<file path="src/rcs_pkg.sv">
// package for the rotate-through-carry and power-down execution block
// assumes a single 100 MHz clock and a core that presents one opcode per instruction cycle
`default_nettype none
package rcs_pkg;
    localparam int          DATA_W          = 8;
    localparam int          OPC_W           = 14;
    localparam int          FADDR_W         = 7;
    localparam int          PHASES          = 4;
    localparam logic [13:0] OPC_POWERDOWN   = 14'h0063;
    localparam logic [5:0]  OPC_RL_PREFIX   = 6'h0D;
    localparam logic [5:0]  OPC_RR_PREFIX   = 6'h0C;
    localparam int          D_BIT           = 7;
    localparam logic        TIMEOUT_RST     = 1'b1;
    localparam logic        POWERDOWN_RST   = 1'b1;
    localparam logic        CARRY_RST       = 1'b0;
    localparam logic [7:0]  W_RST           = 8'h00;
    localparam logic [1:0]  PHASE_RST       = 2'h0;

    typedef enum logic [1:0] {OP_NONE, OP_RL, OP_RR, OP_SLEEP} op_kind_t;

    typedef struct packed {
        logic [7:0] data;
        logic [6:0] addr;
        logic       we;
    } file_wr_t;

    typedef struct packed {
        op_kind_t   kind;
        logic [6:0] addr;
        logic       dest_f;
    } decoded_t;
endpackage
`default_nettype wire

</file>
<file path="src/rcs_decode.sv">
// opcode decoder: classifies one 14-bit instruction word
// assumes the word is stable for the whole instruction cycle
`default_nettype none
module rcs_decode
    import rcs_pkg::*;
(
    input  wire logic [OPC_W-1:0] opcode,
    output decoded_t              dec
);
    always_comb
    begin
        dec.addr   = opcode[FADDR_W-1:0];
        dec.dest_f = opcode[D_BIT];
        if (opcode == OPC_POWERDOWN)
            dec.kind = OP_SLEEP;
        else if (opcode[13:8] == OPC_RL_PREFIX)
            dec.kind = OP_RL;
        else if (opcode[13:8] == OPC_RR_PREFIX)
            dec.kind = OP_RR;
        else
            dec.kind = OP_NONE;
    end
endmodule
`default_nettype wire

</file>
<file path="src/rcs_exec.sv">
// execution unit for rotate-through-carry and power-down instructions
// assumes file register read data answers combinationally to FILE_RADDR
// What this block does
// RULE1 - rotate left: bits move up, carry enters bit 0, old msb becomes carry
// RULE2 - destination bit 0 writes working register, 1 writes the file register back
// RULE3 - one cycle of four phases: decode, read, process, write
// RULE4 - power-down recognised by its fixed 14-bit opcode, no operands
// RULE5 - power-down clears the power-down flag
// RULE6 - power-down sets the timeout flag
// RULE7 - power-down clears watchdog counter and its prescaler
// RULE8 - after power-down oscillator halts and execution stops
// RULE9 - rotate right: bits move down, carry enters msb, old bit 0 becomes carry
`default_nettype none
module rcs_exec
    import rcs_pkg::*;
(
    input  wire logic                 CLK_SYS,
    input  wire logic                 ARST_N,
    input  wire logic [OPC_W-1:0]     OPCODE,
    input  wire logic [DATA_W-1:0]    FILE_RDATA,
    output logic      [FADDR_W-1:0]   FILE_RADDR,
    output rcs_pkg::file_wr_t         FILE_WR,
    output logic      [DATA_W-1:0]    W_REG,
    output logic                      CARRY,
    output logic                      TIMEOUT_FLAG,
    output logic                      POWERDOWN_FLAG,
    output logic                      WDT_CLEAR,
    output logic                      OSC_HALT,
    output logic                      PHASE_Q1
);
    import rcs_pkg::*;

    decoded_t          dec;
    decoded_t          dec_r;
    logic [1:0]        phase_r;
    logic [DATA_W-1:0] data_r;
    logic [DATA_W-1:0] res_r;
    logic              cy_r;
    logic              halt_r;

    rcs_decode u_dec
    (
        .opcode (OPCODE),
        .dec    (dec)
    );

    // phase counter freezes once the oscillator is halted
    always_ff @(posedge CLK_SYS or negedge ARST_N)
    begin
        if (!ARST_N)
            phase_r <= PHASE_RST;
        else if (!halt_r)
            phase_r <= phase_r + 2'h1; // RULE3
    end

    always_ff @(posedge CLK_SYS or negedge ARST_N)
    begin
        if (!ARST_N)
            PHASE_Q1 <= 1'b1;
        else
            PHASE_Q1 <= !halt_r && phase_r == 2'h3;
    end

    // decode latched in the first phase, held for the rest of the cycle
    always_ff @(posedge CLK_SYS or negedge ARST_N)
    begin
        if (!ARST_N)
            dec_r <= '{kind: OP_NONE, addr: 7'h00, dest_f: 1'b0};
        else if (!halt_r && phase_r == 2'h0)
            dec_r <= dec; // RULE3 RULE4
    end

    always_ff @(posedge CLK_SYS or negedge ARST_N)
    begin
        if (!ARST_N)
            FILE_RADDR <= 7'h00;
        else if (!halt_r && phase_r == 2'h0)
            FILE_RADDR <= dec.addr;
    end

    // read in second phase
    always_ff @(posedge CLK_SYS or negedge ARST_N)
    begin
        if (!ARST_N)
            data_r <= 8'h00;
        else if (!halt_r && phase_r == 2'h1)
            data_r <= FILE_RDATA; // RULE3
    end

    // process in third phase; carry is staged so status changes only at write
    always_ff @(posedge CLK_SYS or negedge ARST_N)
    begin
        if (!ARST_N)
        begin
            res_r <= 8'h00;
            cy_r  <= CARRY_RST;
        end
        else if (!halt_r && phase_r == 2'h2)
        begin
            if (dec_r.kind == OP_RL)
            begin
                res_r <= {data_r[6:0], CARRY}; // RULE1
                cy_r  <= data_r[7];            // RULE1
            end
            else
            begin
                res_r <= {CARRY, data_r[7:1]}; // RULE9
                cy_r  <= data_r[0];            // RULE9
            end
        end
    end

    logic rot_wr;
    assign rot_wr = !halt_r && phase_r == 2'h3
                    && (dec_r.kind == OP_RL || dec_r.kind == OP_RR);

    always_ff @(posedge CLK_SYS or negedge ARST_N)
    begin
        if (!ARST_N)
            W_REG <= W_RST;
        else if (rot_wr && !dec_r.dest_f)
            W_REG <= res_r; // RULE2
    end

    always_ff @(posedge CLK_SYS or negedge ARST_N)
    begin
        if (!ARST_N)
            FILE_WR <= '{data: 8'h00, addr: 7'h00, we: 1'b0};
        else
        begin
            FILE_WR.we   <= rot_wr && dec_r.dest_f; // RULE2
            FILE_WR.data <= res_r;
            FILE_WR.addr <= dec_r.addr;
        end
    end

    // only carry changes among status bits on a rotate
    always_ff @(posedge CLK_SYS or negedge ARST_N)
    begin
        if (!ARST_N)
            CARRY <= CARRY_RST;
        else if (rot_wr)
            CARRY <= cy_r; // RULE9
    end

    logic sleep_go;
    assign sleep_go = !halt_r && phase_r == 2'h3 && dec_r.kind == OP_SLEEP;

    always_ff @(posedge CLK_SYS or negedge ARST_N)
    begin
        if (!ARST_N)
        begin
            TIMEOUT_FLAG   <= TIMEOUT_RST;
            POWERDOWN_FLAG <= POWERDOWN_RST;
        end
        else if (sleep_go)
        begin
            TIMEOUT_FLAG   <= 1'b1; // RULE6
            POWERDOWN_FLAG <= 1'b0; // RULE5
        end
    end

    // one pulse clears both watchdog counter and prescaler outside
    always_ff @(posedge CLK_SYS or negedge ARST_N)
    begin
        if (!ARST_N)
            WDT_CLEAR <= 1'b0;
        else
            WDT_CLEAR <= sleep_go; // RULE7
    end

    // wake-up is outside this block: only reset releases the halt
    always_ff @(posedge CLK_SYS or negedge ARST_N)
    begin
        if (!ARST_N)
            halt_r <= 1'b0;
        else if (sleep_go)
            halt_r <= 1'b1; // RULE8
    end

    always_ff @(posedge CLK_SYS or negedge ARST_N)
    begin
        if (!ARST_N)
            OSC_HALT <= 1'b0;
        else if (sleep_go)
            OSC_HALT <= 1'b1; // RULE8
    end

    // assertions
    property p_rl_result;
        @(posedge CLK_SYS) disable iff (!ARST_N)
        (phase_r == 2'h2 && !halt_r && dec_r.kind == OP_RL)
        |=> res_r == {$past(data_r[6:0]), $past(CARRY)}
        ##1 CARRY == $past(data_r[7], 2);
    endproperty
    a_rl_result: assert property (p_rl_result) else $error("rotate left result wrong"); // RULE1
    property p_rr_carry;
        @(posedge CLK_SYS) disable iff (!ARST_N)
        (phase_r == 2'h2 && !halt_r && dec_r.kind == OP_RR) |=> ##1 CARRY == $past(data_r[0], 2);
    endproperty
    a_rr_carry: assert property (p_rr_carry) else $error("rotate right carry wrong"); // RULE9
    property p_dest_w;
        @(posedge CLK_SYS) disable iff (!ARST_N)
        rot_wr && !dec_r.dest_f |=> W_REG == $past(res_r) && !FILE_WR.we;
    endproperty
    a_dest_w: assert property (p_dest_w) else $error("w destination wrong"); // RULE2
    property p_dest_f;
        @(posedge CLK_SYS) disable iff (!ARST_N)
        rot_wr && dec_r.dest_f |=> FILE_WR.we && FILE_WR.data == $past(res_r) && $stable(W_REG);
    endproperty
    a_dest_f: assert property (p_dest_f) else $error("file destination wrong"); // RULE2
    property p_four_phase;
        @(posedge CLK_SYS) disable iff (!ARST_N)
        // second step demands a real phase advance, so a reset release edge cannot start it
        !halt_r && phase_r == 2'h0 && dec.kind == OP_RL ##1 phase_r == 2'h1 |-> ##2 rot_wr;
    endproperty
    a_four_phase: assert property (p_four_phase) else $error("write not in fourth phase"); // RULE3
    property p_sleep_decode;
        @(posedge CLK_SYS) disable iff (!ARST_N)
        dec.kind == OP_SLEEP |-> OPCODE == OPC_POWERDOWN;
    endproperty
    a_sleep_decode: assert property (p_sleep_decode) else $error("bad sleep decode"); // RULE4
    property p_pd_clear;
        @(posedge CLK_SYS) disable iff (!ARST_N)
        sleep_go |=> !POWERDOWN_FLAG [*3];
    endproperty
    a_pd_clear: assert property (p_pd_clear) else $error("power-down flag not cleared"); // RULE5
    property p_to_set;
        @(posedge CLK_SYS) disable iff (!ARST_N)
        sleep_go |=> TIMEOUT_FLAG;
    endproperty
    a_to_set: assert property (p_to_set) else $error("timeout flag not set"); // RULE6
    property p_wdt;
        @(posedge CLK_SYS) disable iff (!ARST_N)
        sleep_go |=> WDT_CLEAR ##1 !WDT_CLEAR;
    endproperty
    a_wdt: assert property (p_wdt) else $error("watchdog clear pulse wrong"); // RULE7
    property p_halt;
        @(posedge CLK_SYS) disable iff (!ARST_N)
        OSC_HALT |=> $stable(phase_r) && !FILE_WR.we && $stable(W_REG);
    endproperty
    a_halt: assert property (p_halt) else $error("execution after halt"); // RULE8
    c_rl: cover property (@(posedge CLK_SYS) disable iff (!ARST_N) rot_wr && dec_r.kind == OP_RL);
    c_rr_f: cover property (@(posedge CLK_SYS) disable iff (!ARST_N)
        rot_wr && dec_r.kind == OP_RR && dec_r.dest_f);
    c_sleep: cover property (@(posedge CLK_SYS) disable iff (!ARST_N) sleep_go);
endmodule
`default_nettype wire

</file>
<file path="config.mk">
export PLATFORM = sky130hd
export DESIGN_NAME = rcs_exec
export DESIGN_NICKNAME = d
export VERILOG_FILES = /design/src/rcs_pkg.sv /design/src/rcs_decode.sv /design/src/rcs_exec.sv
export SDC_FILE = /design/constraint.sdc
export NUM_CORES = 1
export LEC_CHECK = 0
export BUFFER_PORTS_ARGS = -buffer_cell sky130_fd_sc_hd__buf_2
export CELL_PAD_IN_SITES_DETAIL_PLACEMENT = 1
export CELL_PAD_IN_SITES_GLOBAL_PLACEMENT = 1
export CORE_MARGIN = 5
export CORE_UTILIZATION = 44
export CTS_BUF_LIST = sky130_fd_sc_hd__clkbuf_16
export DETAILED_ROUTE_END_ITERATION = 8
export PLACE_DENSITY_LB_ADDON = 0.15
export SLEW_MARGIN = 20
export SYNTH_ARGS = -nofsm -noshare
export SYNTH_HDL_FRONTEND = slang
export SYNTH_SLANG_ARGS = --single-unit
</file>
<file path="constraint.sdc">
create_clock -name CLK_SYS -period 4.7 [get_ports CLK_SYS]
set_clock_uncertainty 0.15 [all_clocks]
set_input_delay 0.705 -clock CLK_SYS [delete_from_list [all_inputs] [get_ports CLK_SYS]]
set_output_delay 0.705 -clock CLK_SYS [all_outputs]
set_load 0.1 [all_outputs]
</file>
# Yosys cells after proc, flatten, opt, wreduce, memory -nomap -nowiden
# Cells that the tools add are included.
[word_totals]
word_cells = 43
regBits = 58
in_bits = 24
[classes]
n_reduce_logical = 12
mux = 5
n_eq_ne = 9
n_addsub = 1
[ops]
columns = ["operator", "count"]
rows = [
  ["$eq 14x7->1 const B", 1],
  ["$eq 6x4->1 const B", 2],
  ["$eq 2x2->1 const B", 4],
  ["$logic_and 1x1->1", 8],
  ["$mux 8", 1],
  ["$mux 2", 3],
  ["$eq 2x1->1 const B", 2],
  ["$add 2x1->2 const B", 1],
  ["$logic_not 1->1", 2],
  ["$logic_not 2->1", 1],
  ["$logic_or 1x1->1", 1],
  ["$mux 1", 1],
]

# Depth between registers and ports, before layout
# Gate-level depths: netlist of the first run.
[logic_depth]
word_depth = 4
depth_mapped = 7
ltp_nobuf = 5

# Cells and area by module
# Synthesis of the first run repeated with hierarchy kept, for this count alone.
[hier_totals]
cells_unflattened = 156
area_unflattened_um2 = 2396.0
[by_module_without_submodules]
columns = ["module", "area_per_inst_um2", "cells_per_inst", "n_inst"]
rows = [
  ["rcs_exec", 2249.7, 139, 1],
  ["rcs_decode", 146.4, 17, 1],
]

# Least setup slack after synthesis of the first run
# OpenSTA, ideal clock, no wires.
[synth_timing]
path_kind = "register to register"
startpoint = "register halt_r"
endpoint = "register W_REG[0]"
period_less_slack_ns = 2.085
arrival_ns = 1.810
stages_incl_launch_ff = 6
path_buffers = 2
slack_ns = 2.615
path_cell_list = "dfrtp_1 -> buf_6 -> nor3b_4 -> and2b_1 -> buf_6 -> mux2_2"
[synth_between]
elab_chain_len = 4
[synth_lines]
columns = ["element", "line", "source"]
rows = [
  ["start, declared", "rcs_exec.sv:39", "logic halt_r;"],
  ["start signal, assigned", "rcs_exec.sv:176", "halt_r <= 1'b0;"],
  ["start signal, assigned", "rcs_exec.sv:178", "halt_r <= 1'b1;"],
  ["$logic_not 1->1", "rcs_exec.sv:114", "assign rot_wr = !halt_r && phase_r == 2'h3"],
  ["$logic_and 1x1->1", "rcs_exec.sv:114", ""],
  ["$logic_and 1x1->1", "rcs_exec.sv:115", "&& (dec_r.kind == OP_RL || dec_r.kind == OP_RR);"],
  ["$logic_and 1x1->1", "rcs_exec.sv:121", "else if (rot_wr && !dec_r.dest_f)"],
  ["end signal, assigned", "rcs_exec.sv:122", "W_REG <= res_r;"],
  ["end, declared", "rcs_exec.sv:23", "output logic [DATA_W-1:0] W_REG,"],
]
# No other way between the ends.
# A chain may end at the register's enable or synchronous reset.

==> results of run 1 <==
cell type report:
class	count	area [um2]
Sequential cell	58	1450
Multi-Input combinational cell	84	706
Fill cell	550	2240
Clock buffer	9	225
Timing Repair Buffer	60	303
Tap cell	70	87.6
Inverter	3	11.3
Clock inverter	6	51.3
flip-flops by register name, summed over array words and instances, names as in the netlist, 2 cells and up:
register and cells:
FILE_WR 16, W_REG 8, data_r 8, res_r 8, FILE_RADDR 7, dec_r 3, phase_r 2
metal layers:
layer / share of wire (%) / wire length (um) / vias up / GRT usage [%]
met3: 6.9 / 328 / 8 / 6.47
met4: 2.1 / 99 / 0 / 7.97
met1: 39 / 1850 / 709 / 19.1
met5: 0 / 0 / - / 0
met2: 52 / 2480 / 48 / 26.8
li1: - / - / 648 / -
cells in the final DEF (no fill, tap or decap), types with 2 or more instances in the layout:
master	count
clkbuf_16	9
ha_1	6
mux2i_1	9
buf_2	59
nand2_1	10
dfrtp_1	56
nor2b_1	4
and2_1	3
a31oi_1	2
clkinv_2	2
nor4bb_1	2
mux2_2	26
inv_1	5
nor2_1	2
dfstp_2	2
o21ai_0	9
worst paths after layout:
path,slack (ns),from,to
max in group asynchronous,3.54,ARST_N,W_REG[1]$_DFFE_PN0P_
worst min register to register,0.25,FILE_RADDR[3]$_DFFE_PN0P_,FILE_WR[4]$_DFF_PN0_
worst min-delay path,0.25,FILE_RADDR[3]$_DFFE_PN0P_,FILE_WR[4]$_DFF_PN0_
min in group asynchronous,0.38,ARST_N,FILE_WR[13]$_DFF_PN0_
worst max register to register,2.66,phase_r[0]$_DFFE_PN0N_,dec_r[0]$_DFFE_PN0P_
worst max-delay path,2.50,halt_r$_DFFE_PN0P_,OSC_HALT
cell families (layout without fill, tap and decap cells):
logic type,after synthesis,in the layout,synth area share [%]
buffers and inverters,18,78,5.32
muxes,35,35,16.8
other,1,1,0.164
AOI/OAI and AO/OA,13,13,3.13
adders and majority gates,6,6,3.29
DFF,58,58,63.7
and+or+nand+nor,28,28,7.19
xor gates and xnor gates,1,1,0.384
stage by stage:
stage	std cells	instance area, um2
finish	290	2840
global route	290	2840
CTS	290	2840
detailed placement	275	2560
global placement	275	2560
floorplan	160	2280
==> impl_metrics.csv, run 1 <==
group,metric,value,unit
clock_tree,htreeDepth,3,
timing,hold_violations,0,
clock_tree,hold_buffers,0,
timing,fin_ws,2.50,ns
clock_tree,cts_buffer_depth,2,
timing,rsz0062_at_grt,"no",
clock_tree,numCtsBuffers,9,
placement,gp_congestion,0.715,
detailed_routing,first_pass_iters,3,
detailed_routing,drt_iter0_markers,31,
timing,tightest_slew,0.870,ns
timing,final_max_slew_viol_count,0,
yosys,syn_avg_cell_area,14.3,um2
critical_path,crit_cells,1,
yosys,synth_warnings,0,
detailed_routing,drc,0,
clock_tree,clockRootBuffer,"clkbuf_16",
flow_run,max-cap-violations,0,
global_route,grt_pass1_wl,7970,um
die,die_w,82,um
critical_path,reg2regPathDepth,4,
critical_path,path_class,"register to output pin",
global_route,gr-total-overflow,0,
timing,clock.fmax,455,MHz
yosys,async_flop_share,100,%
yosys,yosysTopAreaCell,"dfrtp_1",
timing,fin_crit_sh,46.8,%
critical_path,required,3.85,ns
clock_tree,cts_tree,"yes",
critical_path,path_buf_inv,1,
hold_path,hold_path_class,"register to register",
global_route,grtUsageTotal,16.5,%
clock_tree,clk_latency,0.32,ns
die,core_area,5070,um2
critical_path,worst-path-max-fanout,9,
cells_and_area,drive_gt1_share,45.9,%
critical_path,crit_family,"flip-flops",
detailed_routing,routed_wl,4750,um
global_route,grt_max_degree,59,
yosys,yosysMostFrequentCell,"dfrtp_1",
placement,portBuffers,59,
timing,fin_crit,2.20,ns
yosys,syn_nets,190,
die,fp-row-count,26,
detailed_routing,viasPerCell,4.87,
yosys,ys_seq_elements,58,
timing,tns,0,ns
detailed_routing,wire_per_inst,16.4,um
placement,post-place-ws,2.63,ns
yosys,yosys-top-cells-area,"dfrtp_1 (61%), mux2_2 (13%), mux2i_1 (3.9%)",
yosys,synthCells,160,
cells_and_area,syn_to_final_growth,24.4,%
cells_and_area,num_antenna_cells,0,
critical_path,critPathLaunchType,"register",
critical_path,crit_slowest_cell,"dfrtp_1",
yosys,synthFlopType,"dfrtp_1",
timing,setup_viol,0,
critical_path,path_cells,"buf_2",
yosys,yosysUniqueCellTypes,28,
detailed_routing,vias,1413,
critical_path,cpPeakStageDelay,0.53,ns
critical_path,critPathCaptureType,"output pin",
die,ioPinCount,61,
yosys,seq_area_frac_synth,63.7,%
yosys,synth.top_cell.area_share,61.4,%
clock_tree,postCtsSetupRepairBufs,0,
yosys,syn_area,2280,um2
cells_and_area,utilization,55.9,%
global_route,grt_pass1_vias,1588,
run_status,outcome,"completed",
clock_tree,clock-sinks,58,
critical_path,cp.arrival,1.34,ns
die,dieArea,6720,um2
placement,dp_hpwl,3310,um
timing,fin_worst_hold_slack,0.246,ns
timing,max_slew_margin,41.9,%
hold_path,hold_depth,0,
global_route,antenna_found_initial,0,
die,initial_core_util,44.9,%
die,die_h,82,um
clock_tree,clkSlewWorstSetupHoldPaths,0.05,ns
detailed_routing,drtAntennaViolNets,0,
yosys,synth_edf_count,0,
clock_tree,post_cts_resized,0,
yosys,synth_common_cells,"dfrtp_1 (56), mux2_2 (26), nand2_1 (10)",
cells_and_area,final_nets,246,
Power of run 1 is left out: the tool's default activity adds up to more than one toggle a clock period on the data nets, which glitch-free logic cannot reach.
==> run 2: changes to the inputs <==
--- a/config.mk
+++ b/config.mk
@@ -9,7 +9,7 @@
 export CELL_PAD_IN_SITES_DETAIL_PLACEMENT = 1
 export CELL_PAD_IN_SITES_GLOBAL_PLACEMENT = 1
 export CORE_MARGIN = 5
-export CORE_UTILIZATION = 44
+export CORE_UTILIZATION = 37
 export CTS_BUF_LIST = sky130_fd_sc_hd__clkbuf_16
 export DETAILED_ROUTE_END_ITERATION = 8
 export PLACE_DENSITY_LB_ADDON = 0.15
==> constraint.sdc (replaced) <==
create_clock -name CLK_SYS -period 1.8 [get_ports CLK_SYS]
set_clock_uncertainty 0.15 [all_clocks]
set_input_delay 0.27 -clock CLK_SYS [delete_from_list [all_inputs] [get_ports CLK_SYS]]
set_output_delay 0.27 -clock CLK_SYS [all_outputs]
set_load 0.1 [all_outputs]
==> impl_metrics.csv, run 2 (synthesized netlist as in run 1, its figures left out) <==
group,metric,value,unit
timing,fin_worst_hold_slack,0.0382,ns
critical_path,r2r_slack,0.03,ns
detailed_routing,wire_per_inst,15.5,um
critical_path,crit_slowest_cell,"dfrtp_1",
cells_and_area,final_cell_mix,"buf_2 (59), dfrtp_1 (54), mux2_2 (18)",
detailed_routing,routed_wl,4720,um
hold_path,min_from,"FILE_RDATA[2]",
critical_path,path_buf_inv,2,
cells_and_area,syn_to_final_growth,31.9,%
cells_and_area,final_common_cell,"buf_2",
timing,hold_violations,0,
detailed_routing,vias,1435,
clock_tree,cts_buffer_depth,2,
detailed_routing,first_pass_iters,4,
clock_tree,clkSlewWorstSetupHoldPaths,0.05,ns
placement,placed_area,2690,um2
detailed_routing,drc,0,
flow_run,max-cap-violations,0,
critical_path,critPathLaunchType,"register",
run_status,outcome,"completed",
timing,final_max_slew_viol_count,0,
die,ioPinCount,61,
timing,max_slew_margin,58.9,%
critical_path,worst-path-max-fanout,8,
critical_path,reg2reg_to,"W_REG[1]$_DFFE_PN0P_",
clock_tree,cts_tree,"yes",
clock_tree,clock-sinks,58,
global_route,grtUsageTotal,13.8,%
hold_path,hold_path_class,"input port to register",
critical_path,cp-startpoint,"dec_r[9]$_DFFE_PN0P_",
clock_tree,clk_latency,0.31,ns
timing,fin_crit,1.77,ns
global_route,grt_pass1_wl,8000,um
cells_and_area,num_antenna_cells,0,
critical_path,cpPeakStageDelay,0.39,ns
critical_path,required,1.84,ns
die,die_w,88.5,um
clock_tree,clockRootBuffer,"clkbuf_16",
critical_path,rr_startpoint,"dec_r[9]$_DFFE_PN0P_",
global_route,gr-total-overflow,0,
placement,post-place-ws,-0.0659,ns
hold_path,min_to,"data_r[2]$_DFFE_PN0P_",
placement,portBuffers,59,
critical_path,critPathCaptureType,"register",
timing,clock.fmax,566,MHz
cells_and_area,drive_gt1_share,49.6,%
critical_path,cp.arrival,1.81,ns
die,die_h,88.5,um
die,fp-row-count,28,
critical_path,path_class,"register to register",
timing,setup_viol,0,
die,dieArea,7830,um2
placement,dp_cells,287,
global_route,antenna_found_initial,0,
cells_and_area,largest_reg_flops,16,
die,core_area,5960,um2
timing,fin_ws,0.0319,ns
cells_and_area,final_nets,256,
cells_and_area,final_cells,305,
clock_tree,htreeDepth,3,
clock_tree,numCtsBuffers,9,
placement,gp_congestion,0.710,
critical_path,path_cells,"inv_2 -> ha_4 -> nor3b_4 -> and2b_1 -> buf_12 -> mux2_4",
placement,dp_hpwl,3490,um
die,initial_core_util,38.3,%
timing,fin_crit_sh,98.2,%
detailed_routing,viasPerCell,4.70,
critical_path,crit_cells,6,
cells_and_area,largest-register,"FILE_WR",
timing,tightest_slew,0.617,ns
detailed_routing,drtAntennaViolNets,0,
global_route,grt_pass1_vias,1658,
cells_and_area,final_area,3010,um2
detailed_routing,drt_iter0_markers,13,
hold_path,hold_depth,2,
critical_path,reg2regPathDepth,6,
critical_path,crit_family,"flip-flops",
global_route,grt_max_degree,26,
==> run 2: cell count changes in the layout (fill, tap and decap cells not counted), sizes merged <==
cell and delta:
buf +9, dlygate4sd3 +1, clkinv +1, inv -1
==> run 2: how the worst max path moves through the flow <==
| stage | to |
|---|---|
| 6_report | W_REG[1]$_DFFE_PN0P_ |
| 5_1_grt | W_REG[1]$_DFFE_PN0P_ |
| 4_1_cts | W_REG[1]$_DFFE_PN0P_ |
| 3_5_place_dp | W_REG[1]$_DFFE_PN0P_ |
| 3_3_place_gp | W_REG[1]$_DFFE_PN0P_ |
| 2_1_floorplan | W_REG[0]$_DFFE_PN0P_ |
==> run 2: final cells by class <==
cell class / count / area [um2]
Clock inverter: 6 / 50.0
Sequential cell: 58 / 1460
Fill cell: 633 / 2950
Timing Repair Buffer: 70 / 418
Multi-Input combinational cell: 84 / 751
Tap cell: 75 / 93.8
Inverter: 3 / 11.3
Clock buffer: 9 / 225
==> run 2: repair_timing <==
item	CTS	global route
hold buffers	1	0
hold endpoints to repair	21	0
endpoints found under the setup margin	8	12
setup buffers	1	1
pin swaps	0	1
gates resized for setup	2	2
==> run 2: per-layer routing <==
layer	global-route usage, %	wire length (um)	up-vias	part of all wire, %
li1	-	-	670	-
met4	7.42	98	0	2.1
met5	0	0	-	0
met1	15.7	1870	706	40
met3	3.72	330	9	7.0
met2	23.5	2420	50	51
==> run 2: metrics by stage <==
stage / util [%] / setup TNS [ns]
after floorplan: - / -0.276
after global placement: 45.2 / 0
after detailed placement: 45.2 / -0.420
after CTS: 50.3 / 0
after global routing: 50.5 / -0.0125
final: 50.5 / 0
==> run 2: worst register-to-register path, delay by kind of cell, from the launching register on <==
kind	cells	cell delay (ns)
flops	1	0.39
simple gates	2	0.38
mux	1	0.31
buf+inv	2	0.23
fa+ha+maj	1	0.20
Power of run 2 is left out for the same reason.
==> run 3: changes to the inputs <==
--- a/config.mk
+++ b/config.mk
@@ -5,7 +5,7 @@
 export SDC_FILE = /design/constraint.sdc
 export NUM_CORES = 1
 export LEC_CHECK = 0
-export BUFFER_PORTS_ARGS = -buffer_cell sky130_fd_sc_hd__buf_2
+export BUFFER_PORTS_ARGS = -buffer_cell sky130_fd_sc_hd__buf_4
 export CELL_PAD_IN_SITES_DETAIL_PLACEMENT = 1
 export CELL_PAD_IN_SITES_GLOBAL_PLACEMENT = 1
 export CORE_MARGIN = 5
==> impl_metrics.csv, run 3 (synthesized netlist as in run 1, its figures left out) <==
group,metric,value,unit
run_status,outcome,"completed",
die,die_w,88.5,um
timing,fin_worst_hold_slack,0.0398,ns
critical_path,crit_cells,5,
die,initial_core_util,38.3,%
clock_tree,cts_buffer_depth,2,
die,ioPinCount,61,
placement,gp_congestion,0.675,
placement,dp_cells,286,
global_route,grt_pass1_wl,7830,um
global_route,gr-total-overflow,0,
die,fp-row-count,28,
global_route,grtUsageTotal,13.5,%
critical_path,critPathCaptureType,"register",
critical_path,crit_slowest_cell,"dfrtp_1",
critical_path,worst-path-max-fanout,8,
hold_path,hold_path_class,"input port to register",
critical_path,cpPeakStageDelay,0.41,ns
cells_and_area,final_cell_mix,"buf_4 (66), dfrtp_1 (55), mux2_2 (18)",
detailed_routing,drtAntennaViolNets,0,
critical_path,reg2regPathDepth,5,
cells_and_area,largest-register,"FILE_WR",
die,core_area,5960,um2
timing,fin_crit,1.75,ns
timing,max_slew_margin,54.7,%
clock_tree,clkSlewWorstSetupHoldPaths,0.05,ns
clock_tree,htreeDepth,3,
detailed_routing,routed_wl,4740,um
timing,final_max_slew_viol_count,0,
critical_path,path_class,"register to register",
flow_run,max-cap-violations,0,
die,die_h,88.5,um
placement,dp_hpwl,3450,um
critical_path,cp.arrival,1.79,ns
detailed_routing,viasPerCell,4.76,
clock_tree,clk_latency,0.31,ns
timing,setup_viol,0,
global_route,antenna_found_initial,0,
cells_and_area,final_common_cell,"buf_4",
cells_and_area,final_cells,301,
timing,fin_crit_sh,97.1,%
critical_path,crit_family,"flip-flops",
timing,rsz0062_at_grt,"yes",
die,dieArea,7830,um2
timing,tightest_slew,0.679,ns
cells_and_area,largest_reg_flops,16,
placement,portBuffers,59,
timing,hold_violations,0,
critical_path,path_cells,"ha_4 -> nor3b_4 -> and2b_1 -> buf_12 -> mux2_4",
timing,clock.fmax,572,MHz
critical_path,path_buf_inv,1,
detailed_routing,drc,0,
hold_path,hold_depth,2,
clock_tree,numCtsBuffers,9,
clock_tree,clock-sinks,58,
critical_path,required,1.84,ns
cells_and_area,syn_to_final_growth,35.6,%
cells_and_area,drive_gt1_share,49.1,%
detailed_routing,wire_per_inst,15.7,um
detailed_routing,first_pass_iters,4,
cells_and_area,final_nets,254,
global_route,grt_pass1_vias,1616,
global_route,grt_max_degree,55,
detailed_routing,vias,1432,
clock_tree,cts_tree,"yes",
cells_and_area,num_antenna_cells,0,
detailed_routing,drt_iter0_markers,25,
critical_path,critPathLaunchType,"register",
clock_tree,clockRootBuffer,"clkbuf_16",
-- run 3: cell count changes in the layout (fill, tap and decap cells not counted), sizes merged --
cell | before | now
inv | 4 | 6
bufinv | 1 | 0
clkinv | 4 | 1
buf | 69 | 67
-- run 3: final timing paths --
check                           slack (ns)            startpoint                    end
worst min-delay path                  0.04         FILE_RDATA[4]  data_r[4]$_DFFE_PN0P_
worst min register to register        0.25  res_r[2]$_DFFE_PN0P_  FILE_WR[10]$_DFF_PN0_
min in group asynchronous             0.39                ARST_N   FILE_WR[8]$_DFF_PN0_
max in group asynchronous             0.55                ARST_N   FILE_WR[4]$_DFF_PN0_
worst max register to register        0.05  dec_r[8]$_DFFE_PN0P_   W_REG[4]$_DFFE_PN0P_
worst max-delay path                  0.05  dec_r[8]$_DFFE_PN0P_   W_REG[4]$_DFFE_PN0P_
-- run 3: metrics by stage --
| stage | util, % | worst slack, ns | area, um2 | setup TNS [ns] |
|---|---|---|---|---|
| final | 51.9 | 0.0522 | 3090 | 0 |
| after global routing | 51.9 | -0.0172 | 3090 | -0.0807 |
| after CTS | 51.6 | 0.0182 | 3070 | 0 |
| after detailed placement | 47.1 | -0.0284 | 2810 | -0.151 |
| after global placement | 47.1 | 0.0169 | 2810 | 0 |
| after floorplan | - | -0.0345 | 2310 | -0.276 |
-- run 3: cell type report --
class	instances	area, um2
fillers	623	2860
flip-flops and latches	58	1460
multi-input cells	84	763
repair buffers	68	526
clock buffers	9	225
well taps	75	93.8
clock inverters	4	16.3
inverters	3	11.3
-- run 3: what timing repair did --
action,in CTS,in global routing
hold buffers,1,0
setup buffers,0,1
cloned,0,0
endpoints found under the hold margin,51,0
gates resized for setup,2,3
pin swaps,0,1
setup endpoints to repair,8,10
-- run 3: per-layer routing --
metal	part of all wire, %	GRT usage (%)	vias to the layer above
met1	39	15.3	707
met2	52	23.0	51
li1	-	-	664
met4	2.0	7.42	0
met3	7.6	3.91	10
met5	0	0	-
Power of run 3 is left out for the same reason.
